## config.mk

```make
export PLATFORM = sky130hd
export DESIGN_NAME = host_bus_master_flat
export DESIGN_NICKNAME = d
export VERILOG_FILES = /design/src/design/bridge_pkg.sv /design/src/design/host_bus_if.sv /design/src/design/host_bus_master.sv /design/src/flat_wrapper.sv
export VERILOG_INCLUDE_DIRS = /design/src /design/src/design
export SDC_FILE = /design/constraint.sdc
export NUM_CORES = 1
export LEC_CHECK = 0
export BUFFER_PORTS_ARGS = -buffer_cell sky130_fd_sc_hd__buf_2
export CAP_MARGIN = 20
export CORE_UTILIZATION = 30
export DETAILED_ROUTE_END_ITERATION = 12
export PLACE_DENSITY = 0.47
export SKIP_CTS_REPAIR_TIMING = 1
export SLEW_MARGIN = 20
export SYNTH_ARGS = -nofsm -noshare
export SYNTH_HDL_FRONTEND = slang
export SYNTH_SLANG_ARGS = --single-unit
```

## constraint.sdc

```tcl
create_clock -name mclk -period 6.85 [get_ports mclk]
set_input_delay 1.0275 -clock mclk [delete_from_list [all_inputs] [get_ports mclk]]
set_output_delay 1.0275 -clock mclk [all_outputs]
set_load 0.05 [all_outputs]
```

## src/design/bridge_consts.svh

```systemverilog
// Purpose: Offsets, field positions, reset values and timing counts for the bus share bridge
// Assumes: Host addresses are word addresses, bits 23..1
// Notes:   Shared by the bridge end and the host end
`ifndef BRIDGE_CONSTS_SVH
`define BRIDGE_CONSTS_SVH

`define BRG_REGION_CODE   8'h02
`define BRG_REGION_HI     23
`define BRG_REGION_LO     16
`define BRG_SPACE_BIT     15
`define BRG_DMEM_AW       14
`define BRG_DATA_W        16
`define BRG_HADDR_W       23
`define BRG_ACK_WAIT      2
`define BRG_MON_W         5

`define TX_REQ_BIT        0
`define TX_BUFEN_BIT      1
`define RX_GRANT_BIT      0
`define RX_REQ_BIT        1
`define RX_BUFEN_BIT      2
`define RX_MON_LO         3
`define TX_RESET          2'h0

`define HREG_AW           3
`define HREG_CMD          3'h0
`define HREG_MADDR        3'h1
`define HREG_WDATA        3'h2
`define HREG_RDATA        3'h3
`define HREG_STATUS       3'h4

`define CMD_ACQUIRE       2'h0
`define CMD_RELEASE       2'h1
`define CMD_MEM_WRITE     2'h2
`define CMD_MEM_READ      2'h3

`define ST_BUSY_BIT       0
`define ST_GRANTED_BIT    1
`define ST_ERROR_BIT      2
`define ST_FIFO_LO        3
`define RBUF_DEPTH        2

`endif

```

## src/design/bridge_pkg.sv

```systemverilog
// Purpose: Types shared by the two ends of the bus share bridge
// Assumes: Constants live in bridge_consts.svh
// Notes:   Types only
package bridge_pkg;

	typedef enum {
		STEP_IDLE,
		STEP_SETREQ,
		STEP_POLLGRANT,
		STEP_SETEN,
		STEP_MEM,
		STEP_CLREN,
		STEP_CLRREQ,
		STEP_POLLFREE
	} host_step_t;

	typedef logic [15:0] word_t;

endpackage : bridge_pkg

```

## src/design/host_bus_if.sv

```systemverilog
// Purpose: Asynchronous host bus between host end and bridge end
// Assumes: One clock; both ends sample on mclk
// Notes:   Data lines split into two directions with enables
`timescale 1ns/100ps
interface host_bus_if;
	logic [23:1] addr;
	logic [15:0] dataToDev;
	logic        dataToDevOe;
	logic [15:0] dataFromDev;
	logic        dataFromDevOe;
	logic        readWrite;
	logic        addrStrobeN;
	logic        lowerByteStrobeN;
	logic        upperByteStrobeN;
	logic        transferAckN;

	modport host (
		output addr, dataToDev, dataToDevOe, readWrite, addrStrobeN,
		output lowerByteStrobeN, upperByteStrobeN,
		input  dataFromDev, dataFromDevOe, transferAckN
	);
	modport bridge (
		input  addr, dataToDev, dataToDevOe, readWrite, addrStrobeN,
		input  lowerByteStrobeN, upperByteStrobeN,
		output dataFromDev, dataFromDevOe, transferAckN
	);
endinterface : host_bus_if

```

## src/design/host_bus_master.sv

```systemverilog
// Purpose: Host end: runs request, grant polling and memory cycles
// Assumes: Same clock as the bridge; ack sampled directly
// Notes:   Two-entry buffer holds read words until software takes them
//
// The plain strobed port and the register offsets were chosen for this implementation.
`timescale 1ns/100ps
`include "bridge_consts.svh"
module host_bus_master import bridge_pkg::*; #(
	parameter int RB_W     = `BRG_DATA_W,
	parameter int RB_DEPTH = `RBUF_DEPTH
) (
	input  wire logic                 mclk,
	input  wire logic                 rst,
	host_bus_if.host                  hbus,
	input  wire logic [`HREG_AW-1:0]  regAddr,
	input  wire logic [15:0]          regWrData,
	input  wire logic                 regWrStb,
	input  wire logic                 regRdStb,
	output wire logic [15:0]          regRdData
);

	localparam logic [22:0] REG_ADDR = {`BRG_REGION_CODE, 1'b1, 14'h0000};
	localparam int PW = $clog2(RB_DEPTH);

	host_step_t  step_reg;
	host_step_t  step_next;
	logic        cycOn_reg;
	logic        cycOn_next;
	logic        granted_reg;
	logic        granted_next;
	logic        error_reg;
	logic        error_next;
	logic        memRead_reg;
	logic        memRead_next;
	logic [13:0] mAddr_reg;
	logic [13:0] mAddr_next;
	logic [15:0] wData_reg;
	logic [15:0] wData_next;
	logic [22:0] hAddr_reg;
	logic [22:0] hAddr_next;
	logic        hRw_reg;
	logic        hRw_next;
	logic        hAsN_reg;
	logic        hAsN_next;
	logic [15:0] hData_reg;
	logic [15:0] hData_next;
	logic        hDataOe_reg;
	logic        hDataOe_next;
	logic [15:0] rdData_reg;
	logic [15:0] rdData_next;

	// Read buffer
	logic [RB_W-1:0] rbMem [RB_DEPTH];
	logic [PW-1:0]   rbWr_reg;
	logic [PW-1:0]   rbRd_reg;
	logic [PW:0]     rbCnt_reg;
	logic            rbInReady;
	logic            rbOutValid;
	logic            rbPush;
	logic            rbPop;

	assign rbInReady = (rbCnt_reg != (PW+1)'(RB_DEPTH));
	assign rbOutValid = (rbCnt_reg != '0);
	assign rbPop = regRdStb & (regAddr == `HREG_RDATA) & rbOutValid;

	always_ff @(posedge mclk) begin
		if (rst) begin
			rbWr_reg <= '0;
			rbRd_reg <= '0;
			rbCnt_reg <= '0;
		end else begin
			if (rbPush) begin
				rbMem[rbWr_reg] <= hbus.dataFromDev[RB_W-1:0];
				rbWr_reg <= (rbWr_reg == PW'(RB_DEPTH-1)) ? '0 : rbWr_reg + PW'(1);
			end
			if (rbPop) begin
				rbRd_reg <= (rbRd_reg == PW'(RB_DEPTH-1)) ? '0 : rbRd_reg + PW'(1);
			end
			rbCnt_reg <= rbCnt_reg + (PW+1)'(rbPush) - (PW+1)'(rbPop);
		end
	end

	logic done;
	logic launch;
	logic cmdWr;
	assign done = cycOn_reg & ~hbus.transferAckN;
	assign cmdWr = regWrStb & (regAddr == `HREG_CMD);

	always_comb begin
		step_next = step_reg;
		cycOn_next = cycOn_reg;
		granted_next = granted_reg;
		error_next = error_reg;
		memRead_next = memRead_reg;
		mAddr_next = mAddr_reg;
		wData_next = wData_reg;
		hAddr_next = hAddr_reg;
		hRw_next = hRw_reg;
		hAsN_next = hAsN_reg;
		hData_next = hData_reg;
		hDataOe_next = hDataOe_reg;
		rdData_next = rdData_reg;
		rbPush = 1'b0;
		launch = 1'b0;
		if (regWrStb && regAddr == `HREG_MADDR) begin
			mAddr_next = regWrData[13:0];
		end
		if (regWrStb && regAddr == `HREG_WDATA) begin
			wData_next = regWrData;
		end
		if (regWrStb && regAddr == `HREG_STATUS) begin
			error_next = 1'b0;
		end
		case (step_reg)
			STEP_IDLE: begin
				if (cmdWr) begin
					case (regWrData[1:0])
						`CMD_ACQUIRE: begin
							if (granted_reg) error_next = 1'b1;
							else step_next = STEP_SETREQ;
						end
						`CMD_RELEASE: begin
							if (!granted_reg) error_next = 1'b1;
							else step_next = STEP_CLREN;
						end
						default: begin
							if (!granted_reg) begin
								error_next = 1'b1;
							end else begin
								step_next = STEP_MEM;
								memRead_next = (regWrData[1:0] == `CMD_MEM_READ);
							end
						end
					endcase
				end
			end
			default: begin
				if (cmdWr) error_next = 1'b1;
				if (!cycOn_reg) begin
					launch = !(step_reg == STEP_MEM && memRead_reg && !rbInReady);
					hAddr_next = REG_ADDR;
					hRw_next = 1'b0;
					hData_next = '0;
					case (step_reg)
						STEP_SETREQ: hData_next[`TX_REQ_BIT] = 1'b1;
						STEP_POLLGRANT: hRw_next = 1'b1;
						STEP_SETEN: begin
							hData_next[`TX_REQ_BIT] = 1'b1;
							hData_next[`TX_BUFEN_BIT] = 1'b1;
						end
						STEP_MEM: begin
							hAddr_next = {`BRG_REGION_CODE, 1'b0, mAddr_reg};
							hRw_next = memRead_reg;
							hData_next = wData_reg;
						end
						STEP_CLREN: hData_next[`TX_REQ_BIT] = 1'b1;
						STEP_POLLFREE: hRw_next = 1'b1;
						default: hData_next = '0;
					endcase
					if (launch) begin
						cycOn_next = 1'b1;
						hAsN_next = 1'b0;
						hDataOe_next = ~hRw_next;
					end
					if (step_reg == STEP_CLREN) granted_next = 1'b0;
				end else if (done) begin
					cycOn_next = 1'b0;
					hAsN_next = 1'b1;
					hDataOe_next = 1'b0;
					case (step_reg)
						STEP_SETREQ: step_next = STEP_POLLGRANT;
						STEP_POLLGRANT: begin
							if (!hbus.dataFromDev[`RX_GRANT_BIT]) step_next = STEP_SETEN;
						end
						STEP_SETEN: begin
							step_next = STEP_IDLE;
							granted_next = 1'b1;
						end
						STEP_MEM: begin
							step_next = STEP_IDLE;
							if (memRead_reg) begin
								rbPush = 1'b1;
								rdData_next = hbus.dataFromDev;
							end
						end
						STEP_CLREN: step_next = STEP_CLRREQ;
						STEP_CLRREQ: step_next = STEP_POLLFREE;
						STEP_POLLFREE: begin
							if (hbus.dataFromDev[`RX_GRANT_BIT]) step_next = STEP_IDLE;
						end
						default: step_next = STEP_IDLE;
					endcase
				end
			end
		endcase
		if (regRdStb) begin
			rdData_next = '0;
			if (regAddr == `HREG_RDATA) begin
				rdData_next = rbOutValid ? 16'(rbMem[rbRd_reg]) : 16'h0000;
			end else if (regAddr == `HREG_MADDR) begin
				rdData_next = {2'h0, mAddr_reg};
			end else if (regAddr == `HREG_WDATA) begin
				rdData_next = wData_reg;
			end else if (regAddr == `HREG_STATUS) begin
				rdData_next[`ST_BUSY_BIT] = (step_reg != STEP_IDLE);
				rdData_next[`ST_GRANTED_BIT] = granted_reg;
				rdData_next[`ST_ERROR_BIT] = error_reg;
				rdData_next[`ST_FIFO_LO +: PW+1] = rbCnt_reg;
			end
		end
	end

	always_ff @(posedge mclk) begin
		if (rst) begin
			step_reg <= STEP_IDLE;
			cycOn_reg <= 1'b0;
			granted_reg <= 1'b0;
			error_reg <= 1'b0;
			memRead_reg <= 1'b0;
			mAddr_reg <= '0;
			wData_reg <= '0;
			hAddr_reg <= '0;
			hRw_reg <= 1'b1;
			hAsN_reg <= 1'b1;
			hData_reg <= '0;
			hDataOe_reg <= 1'b0;
			rdData_reg <= '0;
		end else begin
			step_reg <= step_next;
			cycOn_reg <= cycOn_next;
			granted_reg <= granted_next;
			error_reg <= error_next;
			memRead_reg <= memRead_next;
			mAddr_reg <= mAddr_next;
			wData_reg <= wData_next;
			hAddr_reg <= hAddr_next;
			hRw_reg <= hRw_next;
			hAsN_reg <= hAsN_next;
			hData_reg <= hData_next;
			hDataOe_reg <= hDataOe_next;
			rdData_reg <= rdData_next;
		end
	end

	assign hbus.addr = hAddr_reg;
	assign hbus.readWrite = hRw_reg;
	assign hbus.addrStrobeN = hAsN_reg;
	assign hbus.lowerByteStrobeN = hAsN_reg;
	assign hbus.upperByteStrobeN = hAsN_reg;
	assign hbus.dataToDev = hData_reg;
	assign hbus.dataToDevOe = hDataOe_reg;
	assign regRdData = rdData_reg;

endmodule : host_bus_master

```

## src/flat_wrapper.sv

```systemverilog
// flat-port wrapper written by rule: the top's interface ports become plain ports
module host_bus_master_flat import bridge_pkg::*;
#(
	parameter int RB_W     = `BRG_DATA_W,
	parameter int RB_DEPTH = `RBUF_DEPTH
)
  (mclk, rst, regAddr, regWrData, regWrStb, regRdStb, regRdData, hbus_addr, hbus_dataToDev, hbus_dataToDevOe, hbus_readWrite, hbus_addrStrobeN, hbus_lowerByteStrobeN, hbus_upperByteStrobeN, hbus_dataFromDev, hbus_dataFromDevOe, hbus_transferAckN);
  host_bus_if hbus_i ();
  input  wire logic mclk;
  input  wire logic rst;
  input  wire logic [`HREG_AW-1:0] regAddr;
  input  wire logic [15:0] regWrData;
  input  wire logic regWrStb;
  input  wire logic regRdStb;
  output wire logic [15:0] regRdData;
  output wire logic [$bits(hbus_i.addr)-1:0] hbus_addr;
  output wire logic [$bits(hbus_i.dataToDev)-1:0] hbus_dataToDev;
  output wire logic [$bits(hbus_i.dataToDevOe)-1:0] hbus_dataToDevOe;
  output wire logic [$bits(hbus_i.readWrite)-1:0] hbus_readWrite;
  output wire logic [$bits(hbus_i.addrStrobeN)-1:0] hbus_addrStrobeN;
  output wire logic [$bits(hbus_i.lowerByteStrobeN)-1:0] hbus_lowerByteStrobeN;
  output wire logic [$bits(hbus_i.upperByteStrobeN)-1:0] hbus_upperByteStrobeN;
  input wire logic [$bits(hbus_i.dataFromDev)-1:0] hbus_dataFromDev;
  input wire logic [$bits(hbus_i.dataFromDevOe)-1:0] hbus_dataFromDevOe;
  input wire logic [$bits(hbus_i.transferAckN)-1:0] hbus_transferAckN;
  assign hbus_addr = hbus_i.addr;
  assign hbus_dataToDev = hbus_i.dataToDev;
  assign hbus_dataToDevOe = hbus_i.dataToDevOe;
  assign hbus_readWrite = hbus_i.readWrite;
  assign hbus_addrStrobeN = hbus_i.addrStrobeN;
  assign hbus_lowerByteStrobeN = hbus_i.lowerByteStrobeN;
  assign hbus_upperByteStrobeN = hbus_i.upperByteStrobeN;
  assign hbus_i.dataFromDev = hbus_dataFromDev;
  assign hbus_i.dataFromDevOe = hbus_dataFromDevOe;
  assign hbus_i.transferAckN = hbus_transferAckN;
  host_bus_master #(.RB_W(RB_W), .RB_DEPTH(RB_DEPTH)) u_core (.mclk(mclk), .rst(rst), .hbus(hbus_i), .regAddr(regAddr), .regWrData(regWrData), .regWrStb(regWrStb), .regRdStb(regRdStb), .regRdData(regRdData));
endmodule
```

## Word-level counts from Yosys, hierarchy flattened

Memory sizes are Yosys's and may differ from the RTL's. A register that Yosys moved wholly into a read port is not among the register bits.
Cells that the tools add are included.
Widths: inputs -> output; s select.

- Flip-flop bits (word level): 128
- Bits in latches: 0
- Bits in writable memories: 32
- Memory bits (read-only): 0
- Input bits: 41
- Output and inout bits: 60
- Word-level logic and storage cells: 145
- Memories kept: 1

- $add $sub $neg: 4
- Multiply operators: 0
- Div/mod/pow operators: 0
- Order comparisons: 0
- Eq/ne operators: 26
- Shifts and indexed selects: 0
- Mux-type cells: 62
- Bitwise logic cells: 9
- Reductions and logical operators: 27

Memory list:

| name | depth | bits a word | read ports | clocked after memory_dff | wr ports | RTL line | RTL |
|---|---|---|---|---|---|---|---|
| u_core.rbMem | 2 | 16 | 1 | 1 | 1 | host_bus_master.sv:53 | `logic [RB_W-1:0] rbMem [RB_DEPTH];` |

Operators with widths:

| cell | number |
|---|---|
| $mux 32 | 9 |
| $pmux 32 s5 | 1 |
| $mux 16 | 9 |
| $eq 32x3->1 const B | 4 |
| $eq 32x2->1 const B | 2 |
| $eq 32x4->1 const B | 2 |
| $pmux 32 s2 | 1 |
| $mux 1 | 34 |
| $eq 32x1->1 const B | 1 |
| $logic_not 32->1 | 1 |
| $reduce_bool 32->1 | 1 |
| $reduce_bool 2->1 | 8 |
| $mux 15 | 1 |
| $mux 14 | 1 |
| $mux 11 | 1 |
| $mux 5 | 2 |
| $ne 3x2->1 const B | 3 |
| $ne 2x2->1 const B | 4 |
| $reduce_and 4->1 | 2 |
| $reduce_and 8->1 | 1 |
| $eq 3x2->1 const B | 2 |
| $ne 3x3->1 const B | 2 |
| $pmux 1 s2 | 3 |
| $logic_and 1x1->1 | 5 |
| 18 further kinds | 28 |

## Depth between registers and ports, before layout

- Depth in word-level cells: 8
- Mapped depth: 9

## Least setup slack after synthesis

OpenSTA, ideal clock, no wires.

- Kind: input to register
- From: input hbus_transferAckN
- To: memory u_core.rbMem[1][0] in the netlist's numbering, enable pin
- Library setup time: 413 ps
- Arrival time: 2836 ps
- Required time: 6437 ps
- Setup slack: 3601 ps
- Cell stages on the path: 4
- Buffers on the path: 1
- Path through: nand2b_2 > or2_1 > buf_6 > nor3b_1

- Longest elaborated chain between the ends: 8

Ends and longest elaborated chain:

| element | RTL line | RTL |
|---|---|---|
| start: declaration | flat_wrapper.sv:25 | `input wire logic [$bits(hbus_i.transferAckN)-1:0] hbus_transferAckN;` |
| $not 1->1 | host_bus_master.sv:86 | `assign done = cycOn_reg & ~hbus.transferAckN;` |
| $and 1x1->1 | host_bus_master.sv:86 |  |
| $mux 1 | host_bus_master.sv:166 | `end else if (done) begin` |
| $mux 1 | host_bus_master.sv:139 | `if (!cycOn_reg) begin` |
| $mux 1 | host_bus_master.sv:114 | `case (step_reg)` |
| $mux 1 | host_bus_master.sv:72 | `if (rbPush) begin` |
| $mux 1 | host_bus_master.sv:67 | `if (rst) begin` |
| $mux 1 (implied by the code) | host_bus_master.sv:73 | `rbMem[rbWr_reg] <= hbus.dataFromDev[RB_W-1:0];` |
| end: declaration | host_bus_master.sv:53 |  |

No other way between the ends.

## Worst setup path after layout

- From: input regAddr[2]
- To: register u_core.rbCnt_reg[1]

- Longest elaborated chain between the ends: 4

Ends and longest elaborated chain:

| element | RTL line | RTL |
|---|---|---|
| start: declaration | flat_wrapper.sv:11 | `` input wire logic [`HREG_AW-1:0] regAddr; `` |
| $eq 3x2->1 (no line) | n/a |  |
| $and 1x1->1 (2 in series) | host_bus_master.sv:64 | `` assign rbPop = regRdStb & (regAddr == `HREG_RDATA) & rbOutValid; `` |
| $sub 2x1->2 | host_bus_master.sv:79 | `rbCnt_reg <= rbCnt_reg + (PW+1)'(rbPush) - (PW+1)'(rbPop);` |
| end signal: assignment | host_bus_master.sv:79 |  |
| end: declaration | host_bus_master.sv:56 | `logic [PW:0] rbCnt_reg;` |

No other way between the ends.
A chain may end at the register's enable or synchronous reset.

==> flow_summary.json <==
{
  "status": "finished, final reports clean",
  "post-route-period-util_pct": 42.5,
  "initial_core_util_pct": 30.8,
  "grt_max_degree": 94,
  "die_w_um": 136,
  "routed_wl_um": 14000,
  "grt_usage_pct": 16.1,
  "crit_type": "input pin to flop",
  "postPlaceCellArea_um2": 5910,
  "top_layer_used": "met4",
  "cts-root-buf": "clkbuf_16",
  "seqPwrFrac_pct": 43.7,
  "worstHoldPathType": "flop to flop",
  "nNetsFinal": 666,
  "path_clk_slew_ps": 60,
  "leakage_nw": 2.50,
  "netlist_area_um2": 5350,
  "p_int_w": 0.00131,
  "first_pass_iters": 4,
  "rsz0062_at_grt": "false",
  "regMostFlops": "u_core.rbMem",
  "drc_errors": 0,
  "fin_tns_setup_ps": 0,
  "grt_pass1_vias": 4028,
  "setup.worst_path.start_class": "input pin",
  "fin_skew_ps": 7.81,
  "synth-seq-cells": 125,
  "ys.flop_type": "dfxtp_1",
  "cts_sinks": 125,
  "powerDensity_nw_per_um2": 274,
  "wl_met2_um": 6110,
  "die_area_um2": 18400,
  "stdcell_count": 857,
  "max-vdd-ir-drop_uv": 180,
  "portBuffers": 92,
  "io_pins": 101,
  "finalHoldViolCount": 0,
  "crit_start": "regAddr[2]",
  "pwr-share-comb_pct": 7.0,
  "place_hpwl_um": 9590,
  "synth_cells": 543,
  "power.switching_w": 0.000465,
  "yosys-top-cells-area": "dfxtp_1, edfxtp_1, nand2_1, a21oi_1, nor2_1",
  "insertion_delay_ps": 430,
  "vias": 4137,
  "maxSlewViolCount": 0,
  "synth_top_cell_area_share_pct": 34.8,
  "ys_types": 58,
  "whs_ps": 460,
  "r2r-start": "u_core.rbCnt_reg[1]$_SDFF_PP0_",
  "synth_area_per_cell_um2": 9.85,
  "grt_pass1_wl_um": 22100,
  "drive_above_1_share_pct": 26.4,
  "r2r_cells": 4,
  "slew_headroom_pct": 34.9,
  "clockBufferDepth": 2,
  "ys_warn_count": 0,
  "largest_register_ffs": 32,
  "cp_data_required_time_ps": 7210,
  "die_h_um": 136,
  "cts_tree": "done",
  "fin_util_pct": 37.4,
  "yosysTopAreaCell": "dfxtp_1",
  "fin_crit_ps": 2910,
  "cap_violations": 0,
  "tightestPinTransition_ps": 976,
  "critPathArrivalTime_ps": 3270,
  "htreeDepth": 4,
  "worst-path-max-fanout": 18,
  "async_flop_share_pct": 0,
  "overflow": 0,
  "place.gp.congestion": 0.762,
  "syn2layout_area_growth_pct": 21.2,
  "routedWlPerCell_um": 16.4,
  "dp.cells": 825,
  "cp-end-kind": "flop",
  "final_area_um2": 6490,
  "setup_viol": 0,
  "fmax_mhz": 343,
  "via_per_inst": 4.83,
  "antenna_found_initial": 0,
  "cp-endpoint": "u_core.rbCnt_reg[1]$_SDFF_PP0_",
  "r2r_setup_slack_ps": 4590,
  "sw_frac_of_total_pct": 26.1,
  "synth_edf_count": 32,
  "drt_iter0_markers": 172,
  "row_count": 48,
  "met3_length_um": 712,
  "cts_made_buffers": 17,
  "coreArea_um2": 17400,
  "diodes": 0,
  "p_clk_share_pct": 49.3,
  "ys_seq_area_share_pct": 52.8,
  "met1Wirelength_um": 7040,
  "timing.rr.end": "u_core.rbCnt_reg[1]$_SDFF_PP0_",
  "drt.antenna.violating_nets": 0
}
-- cells by family after synthesis --
group | share of synthesized area (%)
adders and majority gates | 1.40
AOI/OAI and AO/OA | 19.6
DFF | 52.8
other | 0.0701
xor gates and xnor gates | 0.819
buffers and inverters | 5.07
and+or+nand+nor | 16.3
muxes | 3.95
-- power by group through the flow --
stage / combinational (W) / sequential, W / clock, W
after detailed placement: 0.000126 / 0.000793 / 0
after global placement: 0.000124 / 0.000793 / 0
after CTS: 0.000126 / 0.000777 / 0.000894
after global routing: 0.000135 / 0.000779 / 0.000925
after floorplan: 0.0000642 / 0.000817 / 0
final: 0.000125 / 0.000777 / 0.000876
-- critical path, cell delays in order --
cell      delay (ps)
buf_2            180
and2b_4          310
o2111a_1         820
ha_1             400
or3_1            380
a21oi_1          150
-- routing by layer --
metal | up-vias | GRT usage [%]
met1 | 1942 | 22.1
met4 | 0 | 5.62
met3 | 17 | 4.49
li1 | 2072 | -
met5 | - | 0
met2 | 106 | 24.0
-- Yosys cell counts (8+ instances only) --
cell type,n
a22o_1,9
a221oi_1,8
dfxtp_1,93
o21ai_0,8
buf_4,11
nand2b_1,12
a22oi_1,28
nand2_1,76
edfxtp_1,32
o31ai_1,8
a21oi_1,51
mux2_2,17
clkbuf_1,18
nor2_1,68
buf_2,13
-- cells in the final DEF (no fill, tap or decap), types with 3 or more instances in the layout --
master / Yosys / routed
a21oi_1: 51 / 51
a221oi_1: 8 / 8
a221oi_2: 6 / 6
a22o_1: 9 / 9
a22oi_1: 28 / 28
a31oi_1: 3 / 3
and2b_1: 3 / 3
and3_1: 5 / 5
buf_2: 13 / 91
buf_4: 11 / 6
clkbuf_16: 0 / 17
clkinv_4: 0 / 3
conb_1: 1 / 7
dfxtp_1: 93 / 93
edfxtp_1: 32 / 32
ha_1: 6 / 6
inv_1: 4 / 4
inv_6: 0 / 6
mux2_2: 17 / 17
nand2_1: 76 / 76
nand2b_1: 12 / 12
nand3b_1: 6 / 6
nor2_1: 68 / 67
nor2b_1: 6 / 6
o21ai_0: 8 / 8
o31ai_1: 8 / 8
o31ai_2: 6 / 6
xnor2_1: 3 / 3
-- metrics by stage --
stage               total power [W]  setup slack, ps
finish                      0.00178             3940
floorplan                  0.000881             3600
global route                0.00184             3860
detailed placement         0.000919             3530
CTS                         0.00180             3960
global placement           0.000917             3560
-- worst min path at each step --
stage	start	endpoint	slack, ps	cells after the start
after global placement	u_core.hbus.addr[17]$_SDFFE_PP0P_	u_core.hbus.addr[17]$_SDFFE_PP0P_	450	2
after global routing	u_core.error_reg$_SDFF_PP0_	u_core.error_reg$_SDFF_PP0_	490	1
after CTS	u_core.error_reg$_SDFF_PP0_	u_core.error_reg$_SDFF_PP0_	470	1
after detailed placement	u_core.error_reg$_SDFF_PP0_	u_core.error_reg$_SDFF_PP0_	450	1
final	u_core.hbus.addr[17]$_SDFFE_PP0P_	u_core.hbus.addr[17]$_SDFFE_PP0P_	460	2
after floorplan	u_core.error_reg$_SDFF_PP0_	u_core.error_reg$_SDFF_PP0_	430	1
-- cell type report --
cell class                      count  area [um^2]
Clock inverter                     15          150
Sequential cell                   125         2820
Fill cell                        1739        10900
Tap cell                          225          282
Clock buffer                       17          425
Timing Repair Buffer               97          500
Multi-Input combinational cell    374         2290
Inverter                            4         15.0
(Power assumes the default switching activity.)
